<file path="src/vdrt_defines.vh">
// How it works
// - Enabled and voltage below third recovery level raises the event flag.
// - During event, suppress low-voltage shutdown and trip while above curve.
// - Below curve during event, raise low-voltage alarm after transient delay.
// - Clear event only after final interval expired and voltage above third level.
// - Still below third level at final expiry keeps the event flag set.
// - After unrecovered expiry suppress nothing until recovery and a fresh event.
// - Curve is voltages rising at successive intervals from event start.
// - Five curve voltages and five intervals are held as settings.
// - Active event also masks the listed protection trip and shutdown alarms.
// - Warning alarms, low-voltage warning included, are never suppressed.
// - Event counter increments each time the function activates.
// - Counter is readable and returns to zero on a commanded reset.
// - Mode selects operation in mains parallel, generator parallel, or both.
`ifndef VDRT_DEFINES_VH
`define VDRT_DEFINES_VH
`define VDRT_CTRL 8'h00
`define VDRT_STATUS 8'h04
`define VDRT_MASK 8'h08
`define VDRT_VOLT 8'h0c
`define VDRT_COUNT 8'h10
`define VDRT_TDELAY 8'h14
`define VDRT_V0 8'h20
`define VDRT_T0 8'h40
`define VDRT_CTRL_EN 0
`define VDRT_CTRL_MAINS 1
`define VDRT_CTRL_GENS 2
`define VDRT_CTRL_CLRCNT 3
`define VDRT_CTRL_RESET 32'h0000_0006
`define VDRT_TICK_NS 1000
`define VDRT_CLK_NS 4
`define VDRT_TICK_CYC (`VDRT_TICK_NS / `VDRT_CLK_NS)
`endif

</file>
<file path="src/vdrt_top.v">
// Local design decisions: the AXI4-Lite register port and the address map.
`timescale 1ns/1ps
`default_nettype none
`include "vdrt_defines.vh"
module vdrt_top (
    // Clock and reset
    input wire aclk,
    input wire aresetn,
    // AXI4-Lite slave
    input wire [7:0] s_axi_awaddr,
    input wire s_axi_awvalid,
    output wire s_axi_awready,
    input wire [31:0] s_axi_wdata,
    input wire [3:0] s_axi_wstrb,
    input wire s_axi_wvalid,
    output wire s_axi_wready,
    output reg [1:0] s_axi_bresp,
    output reg s_axi_bvalid,
    input wire s_axi_bready,
    input wire [7:0] s_axi_araddr,
    input wire s_axi_arvalid,
    output wire s_axi_arready,
    output reg [31:0] s_axi_rdata,
    output reg [1:0] s_axi_rresp,
    output reg s_axi_rvalid,
    input wire s_axi_rready,
    // Measurement and system state, same clock domain
    input wire [15:0] gen_voltage,
    input wire mains_parallel,
    input wire gens_parallel,
    input wire gen_low_voltage_cond,
    input wire [15:0] trip_alarm_cond,
    // Outputs
    output reg event_active,
    output reg gen_low_voltage_alarm,
    output reg suppress_low_voltage,
    output reg [15:0] trip_suppress_mask,
    output reg [15:0] warning_suppress_mask,
    output wire [15:0] trip_alarm_out,
    output wire irq
);
    reg [31:0] ctrl_reg;
    reg [1:0] status_reg;
    reg [1:0] mask_reg;
    reg [15:0] volt_reg [0:4];
    reg [15:0] intv_reg [0:4];
    reg [31:0] tdelay_reg;
    reg [31:0] count_reg;
    reg [31:0] tick_reg;
    reg [31:0] ms_reg;
    reg [31:0] td_reg;
    reg latched_reg;
    reg [15:0] thr;
    reg [2:0] step;
    integer i;
    // The reset loop has its own index so that no variable is driven from two processes.
    integer j;
    reg aw_hold, w_hold;
    reg [7:0] aw_addr;
    reg [31:0] w_data;
    reg [3:0] w_strb;
    wire [15:0] rec3 = volt_reg[4];
    wire allowed = (ctrl_reg[`VDRT_CTRL_MAINS] & mains_parallel) |
        (ctrl_reg[`VDRT_CTRL_GENS] & gens_parallel);
    wire enabled = ctrl_reg[`VDRT_CTRL_EN] & allowed;
    wire below3 = gen_voltage < rec3;
    wire final_done = ms_reg >= {16'h0, intv_reg[4]};
    wire start_ev = enabled & below3 & ~event_active & ~latched_reg;
    wire below_curve = gen_voltage < thr;
    wire do_wr = aw_hold & w_hold & ~s_axi_bvalid;
    // Step curve: each interval is cumulative time from event start.
    always @* begin
        thr = volt_reg[0];
        step = 3'd0;
        for (i = 1; i < 5; i = i + 1) begin
            if (ms_reg >= {16'h0, intv_reg[i-1]}) begin
                thr = volt_reg[i];
                step = i[2:0];
            end
        end
    end
    assign s_axi_awready = ~aw_hold;
    assign s_axi_wready = ~w_hold;
    assign s_axi_arready = ~s_axi_rvalid;
    assign trip_alarm_out = trip_alarm_cond & ~trip_suppress_mask;
    assign irq = |(status_reg & mask_reg);
    always @(posedge aclk) begin
        if (!aresetn) begin
            ctrl_reg <= `VDRT_CTRL_RESET;
            status_reg <= 2'h0;
            mask_reg <= 2'h0;
            for (j = 0; j < 5; j = j + 1) begin
                volt_reg[j] <= 16'h0;
                intv_reg[j] <= 16'h0;
            end
            tdelay_reg <= 32'h0;
            count_reg <= 32'h0;
            tick_reg <= 32'h0;
            ms_reg <= 32'h0;
            td_reg <= 32'h0;
            latched_reg <= 1'b0;
            event_active <= 1'b0;
            gen_low_voltage_alarm <= 1'b0;
            suppress_low_voltage <= 1'b0;
            trip_suppress_mask <= 16'h0;
            warning_suppress_mask <= 16'h0;
            aw_hold <= 1'b0;
            w_hold <= 1'b0;
            aw_addr <= 8'h0;
            w_data <= 32'h0;
            w_strb <= 4'h0;
            s_axi_bvalid <= 1'b0;
            s_axi_bresp <= 2'b00;
            s_axi_rvalid <= 1'b0;
            s_axi_rdata <= 32'h0;
            s_axi_rresp <= 2'b00;
        end else begin
            if (s_axi_awvalid && !aw_hold) begin
                aw_hold <= 1'b1;
                aw_addr <= s_axi_awaddr;
            end
            if (s_axi_wvalid && !w_hold) begin
                w_hold <= 1'b1;
                w_data <= s_axi_wdata;
                w_strb <= s_axi_wstrb;
            end
            if (s_axi_bvalid && s_axi_bready)
                s_axi_bvalid <= 1'b0;
            ctrl_reg[`VDRT_CTRL_CLRCNT] <= 1'b0;
            if (do_wr) begin
                aw_hold <= 1'b0;
                w_hold <= 1'b0;
                s_axi_bvalid <= 1'b1;
                s_axi_bresp <= 2'b00;
                // Partial strobes are rejected with SLVERR; only full-word writes are decoded, to keep decode small.
                if (w_strb != 4'hf)
                    s_axi_bresp <= 2'b10;
                else begin
                    case (aw_addr)
                        `VDRT_CTRL: ctrl_reg <= {28'h0, w_data[3:0]};
                        `VDRT_MASK: mask_reg <= w_data[1:0];
                        `VDRT_TDELAY: tdelay_reg <= w_data;
                        `VDRT_STATUS: ;
                        default: begin
                            if (aw_addr >= `VDRT_V0 && aw_addr < `VDRT_V0 + 8'd20 &&
                                aw_addr[1:0] == 2'b00)
                                volt_reg[aw_addr[4:2]] <= w_data[15:0];
                            else if (aw_addr >= `VDRT_T0 && aw_addr < `VDRT_T0 + 8'd20 &&
                                aw_addr[1:0] == 2'b00)
                                intv_reg[aw_addr[4:2]] <= w_data[15:0];
                            else
                                s_axi_bresp <= 2'b10;
                        end
                    endcase
                end
            end
            if (s_axi_rvalid && s_axi_rready)
                s_axi_rvalid <= 1'b0;
            if (s_axi_arvalid && !s_axi_rvalid) begin
                s_axi_rvalid <= 1'b1;
                s_axi_rresp <= 2'b00;
                s_axi_rdata <= 32'h0;
                case (s_axi_araddr)
                    `VDRT_CTRL: s_axi_rdata <= ctrl_reg;
                    `VDRT_STATUS: s_axi_rdata <= {27'h0, step, status_reg};
                    `VDRT_MASK: s_axi_rdata <= {30'h0, mask_reg};
                    `VDRT_VOLT: s_axi_rdata <= {13'h0, latched_reg, gen_low_voltage_alarm,
                        event_active, gen_voltage};
                    `VDRT_COUNT: s_axi_rdata <= count_reg;
                    `VDRT_TDELAY: s_axi_rdata <= tdelay_reg;
                    default: begin
                        if (s_axi_araddr >= `VDRT_V0 && s_axi_araddr < `VDRT_V0 + 8'd20 &&
                            s_axi_araddr[1:0] == 2'b00)
                            s_axi_rdata <= {16'h0, volt_reg[s_axi_araddr[4:2]]};
                        else if (s_axi_araddr >= `VDRT_T0 && s_axi_araddr < `VDRT_T0 + 8'd20 &&
                            s_axi_araddr[1:0] == 2'b00)
                            s_axi_rdata <= {16'h0, intv_reg[s_axi_araddr[4:2]]};
                        else
                            s_axi_rresp <= 2'b10;
                    end
                endcase
            end
            // Microsecond timebase (1000 ns tick) runs only inside an event.
            if (event_active) begin
                if (tick_reg == `VDRT_TICK_CYC - 1) begin
                    tick_reg <= 32'h0;
                    if (!final_done)
                        ms_reg <= ms_reg + 32'd1;
                end else
                    tick_reg <= tick_reg + 32'd1;
            end else begin
                tick_reg <= 32'h0;
                ms_reg <= 32'h0;
            end
            if (start_ev) begin
                event_active <= 1'b1;
                if (ctrl_reg[`VDRT_CTRL_CLRCNT] == 1'b0)
                    count_reg <= count_reg + 32'd1;
            end else if (event_active && final_done) begin
                if (!below3) begin
                    event_active <= 1'b0;
                    latched_reg <= 1'b0;
                end else
                    latched_reg <= 1'b1;
            end
            if (ctrl_reg[`VDRT_CTRL_CLRCNT])
                count_reg <= 32'h0;
            // Held-low state after expiry waits for recovery before a new event may start.
            if (!event_active && latched_reg && !below3)
                latched_reg <= 1'b0;
            if (event_active && !latched_reg && !final_done) begin
                suppress_low_voltage <= ~below_curve;
                trip_suppress_mask <= 16'hffff;
            end else begin
                suppress_low_voltage <= 1'b0;
                trip_suppress_mask <= 16'h0;
            end
            warning_suppress_mask <= 16'h0;
            if (event_active && below_curve && !latched_reg) begin
                if (td_reg >= tdelay_reg)
                    gen_low_voltage_alarm <= 1'b1;
                else
                    td_reg <= td_reg + 32'd1;
            end else begin
                td_reg <= 32'h0;
                if (!event_active)
                    gen_low_voltage_alarm <= 1'b0;
            end
            // Sticky status: a new event beats a clear written in the same cycle.
            if (do_wr && w_strb == 4'hf && aw_addr == `VDRT_STATUS)
                status_reg <= status_reg & ~w_data[1:0];
            if (start_ev)
                status_reg[0] <= 1'b1;
            if (event_active && !gen_low_voltage_alarm && below_curve && !latched_reg &&
                td_reg >= tdelay_reg)
                status_reg[1] <= 1'b1;
        end
    end
endmodule
`default_nettype wire

</file>
<file path="config.mk">
export PLATFORM = sky130hd
export DESIGN_NAME = vdrt_top
export DESIGN_NICKNAME = d
export VERILOG_FILES = /design/src/vdrt_top.v
export VERILOG_INCLUDE_DIRS = /design/src /design/src/src
export SDC_FILE = /design/constraint.sdc
export NUM_CORES = 1
export LEC_CHECK = 0
export BUFFER_PORTS_ARGS = -buffer_cell sky130_fd_sc_hd__buf_2
export CAP_MARGIN = 20
export CORE_ASPECT_RATIO = 0.8
export CORE_MARGIN = 4
export CORE_UTILIZATION = 40
export DETAILED_ROUTE_END_ITERATION = 12
export HOLD_SLACK_MARGIN = 0.12
export PLACE_DENSITY_LB_ADDON = 0.12
export SYNTH_ARGS = -nofsm -noshare
export SYNTH_HDL_FRONTEND = slang
export SYNTH_SLANG_ARGS = --single-unit
</file>
<file path="constraint.sdc">
create_clock -name aclk -period 5.3 [get_ports aclk]
set_input_delay 1.06 -clock aclk [delete_from_list [all_inputs] [get_ports aclk]]
set_output_delay 1.06 -clock aclk [all_outputs]
set_load 0.01 [all_outputs]
</file>
==> summary.txt <==
Outcome
  – Status: complete, no violations

Final layout
  – Commonest non-fill, non-tap cell in the layout: nand2_1
  – Area added between synthesis and finish: 14.7%
  – Layout cells sized above 1: 16.5%
  – Most frequent cells in the layout: nand2_1 (290), edfxtp_1 (256), dfxtp_1 (255)
  – Multi-input logic area: 13300 sq um
  – Fill cells: between 6000 and 7000
  – Sequential cell area: 12800 sq um
  – Non-Filler Instances: 3787
  – Final nets: 3066

Clock network
  – TritonCTS clock tree: yes
  – TritonCTS Sinks: 511
  – Total CTS buffers: 55
  – H-tree Lvls: 2
  – Clock transition at the registers of the reported paths: 0.06 ns
  – Clk_lat worst skew: 0.62 ns
  – Clock Tree Root: clkbuf_16
  – CTS Buffer Depth: 3

Timing
  – Minimum clock period: 5.10 ns
  – # setup viols final: 0
  – Hold Worst Slack: 0.466 ns
  – Slew HR: about a quarter
  – Max Clock Freq: 196 MHz
  – Worst Tran Pin Value: 1.11 ns
  – Final Max Tran Viols: 0
  – Fin crit share: 96.2%
  – Final hold viol count: 0
  – Clock skew: approximately 0.035 ns

Synth
  – #FFs+latches synth: about 510
  – Distinct cell type count after synthesis: between 70 and 80
  – Synth warn: 0
  – Main flop type after synthesis: edfxtp_1
  – Ys async rst share: 0%
  – Cells after synthesis: 2592
  – Post-Synthesis Cell Area: 27100 sq um
  – Post-synthesis sequential area ratio: 47.3%
  – Syn Area/Cell: 10.4 sq um
  – Post-synth EDFFs: 256

Placed design
  – Placed Instances: 3679
  – Gpl congestion: 0.892
  – Hpwl dp: 61.5 mm
  – Port Buf Inserts: 167

Worst setup path
  – Worst Setup End Kind: flip-flop
  – Worst endpoint required time: approximately 5.8 ns
  – Worst endpoint data arrival time: 5.63 ns
  – Setup Crit Path Kind: reg2reg
  – Critical-path maximum fanout: 33
  – Critical Path Start Type: flip-flop

Drt
  – Via Count: between 20000 and 25000
  – Number of vias per cell: 5.54
  – DRC viols: 0
  – DRT Pass-1 Iters: 5
  – Starting DRT DRC Count: 2342
  – Post-route ant nets: 0
  – Drt total wl: 85.7 mm
  – WL/cell: roughly 23 microns

Global route
  – GRT Total Usage: 23.3%
  – First-pass GRT wire length: between 100 and 150 mm
  – Largest net degree at the start of global routing: 84
  – Grt ovf: 0
  – Vias in the first global route: roughly 20000
  – Initial antenna violation count: 10

Pwr
  – P_leak: between 10 and 15 nW
  – Pwr/cell area: 279 nW/um^2
  – Max VDD drop: 0.186 mV

Floorplanning
  – Core ar.: 67100 sq um
  – Num ports: about 190
  – Die Wd: 299 microns
  – Die ar.: 71900 sq um
  – Die H: around 240 microns
  – Starting Density: 40.3%
  – Std-Cell Rows: 85

Worst hold path
  – Min-delay worst type: reg2reg

Job
  – Max-cap violations: 0
-- final cells by class --
class                   instances  share of cell area, %
diodes                          2                 0.0161
clock buffers                  79                   4.97
clock inverters                25                  0.427
inverters                     144                   1.74
multi-input cells            1867                   43.0
flip-flops and latches        511                   41.2
well taps                     913                   3.68
repair buffers                246                   4.95
-- kinds of logic after synthesis --
logic type / count (synthesis) / share of synthesized area (%)
DFF: 511 / 47.3
xor gates and xnor gates: 60 / 1.94
adders and majority gates: 147 / 6.80
muxes: 153 / 8.64
AOI/OAI and AO/OA: 443 / 11.3
and+or+nand+nor: 950 / 18.8
other: 1 / 0.0139
buffers and inverters: 327 / 5.23
-- worst paths after layout --
check	start	end	slack [ns]	cells after the start
hold / removal	w_data[23]	w_data[23]	0.47	2
hold reg to reg	w_data[23]	w_data[23]	0.47	2
setup reg to reg	intv_reg[0][0]	gen_low_voltage_alarm	0.20	19
setup / recovery	intv_reg[0][0]	gen_low_voltage_alarm	0.20	19
-- critical path: stages, from the launching register on --
cell and delay (ns):
edfxtp_1 0.40, ha_1 0.28, nand2b_1 0.15, a2111oi_1 0.43
buf_4 0.20, nor4_2 0.05, or3_1 0.40, buf_12 0.18
mux2i_1 0.12, a2111oi_1 0.40, a311oi_1 0.09, ha_1 0.31
a211oi_1 0.27, o21ai_0 0.17, o211ai_1 0.13, a21oi_1 0.17
a311o_2 0.41, or3_1 0.37, buf_12 0.21, o31ai_1 0.26
-- stage by stage --
stage	setup TNS [ns]	power, mW	instance area, sq um	utilization, %	setup WS [ns]
5_1_grt	-0.0910	8.96	31000	46.2	-0.0500
2_1_floorplan	0	4.79	27500	-	1.00
3_5_place_dp	0	5.06	29300	43.7	0.190
4_1_cts	0	8.73	31000	46.2	0.134
6_report	0	8.65	31000	46.2	0.200
3_3_place_gp	0	5.04	29300	43.7	0.289
-- repair_timing --
action                                  CTS  global route
setup buffers                             0             1
endpoints found under the setup margin    0            33
hold buffers                              0             0
resized for setup                         0            10
-- Yosys cell counts, types with 82 or more instances --
| cell type | number | share of area [%] |
|---|---|---|
| a21oi_1 | 88 | 1.6 |
| nand2_1 | 290 | 4.0 |
| clkbuf_1 | 123 | 1.7 |
| a21boi_0 | 82 | 2.3 |
| edfxtp_1 | 256 | 28 |
| ha_1 | 147 | 6.8 |
| o21ai_0 | 97 | 1.8 |
| mux2i_1 | 84 | 3.1 |
| nor2_1 | 115 | 1.6 |
| dfxtp_1 | 255 | 19 |
| and2_1 | 170 | 3.9 |
| inv_1 | 144 | 2.0 |
-- report_power, final --
part	internal, mW	switching, mW	total (mW)
registers	4.27	0.107	4.38
clock network	2.02	1.65	3.67
logic	0.235	0.365	0.601
-- per-layer routing --
| layer | GRT usage, % | vias up | wire length, microns |
|---|---|---|---|
| met5 | 0 | - | 10 |
| met3 | 4.14 | 92 | 7590 |
| met2 | 33.0 | 753 | 34400 |
| met1 | 37.3 | 10400 | 42400 |
| met4 | 4.36 | 2 | 1360 |
| li1 | - | 9715 | - |
Power figures use the tool's default switching activity.
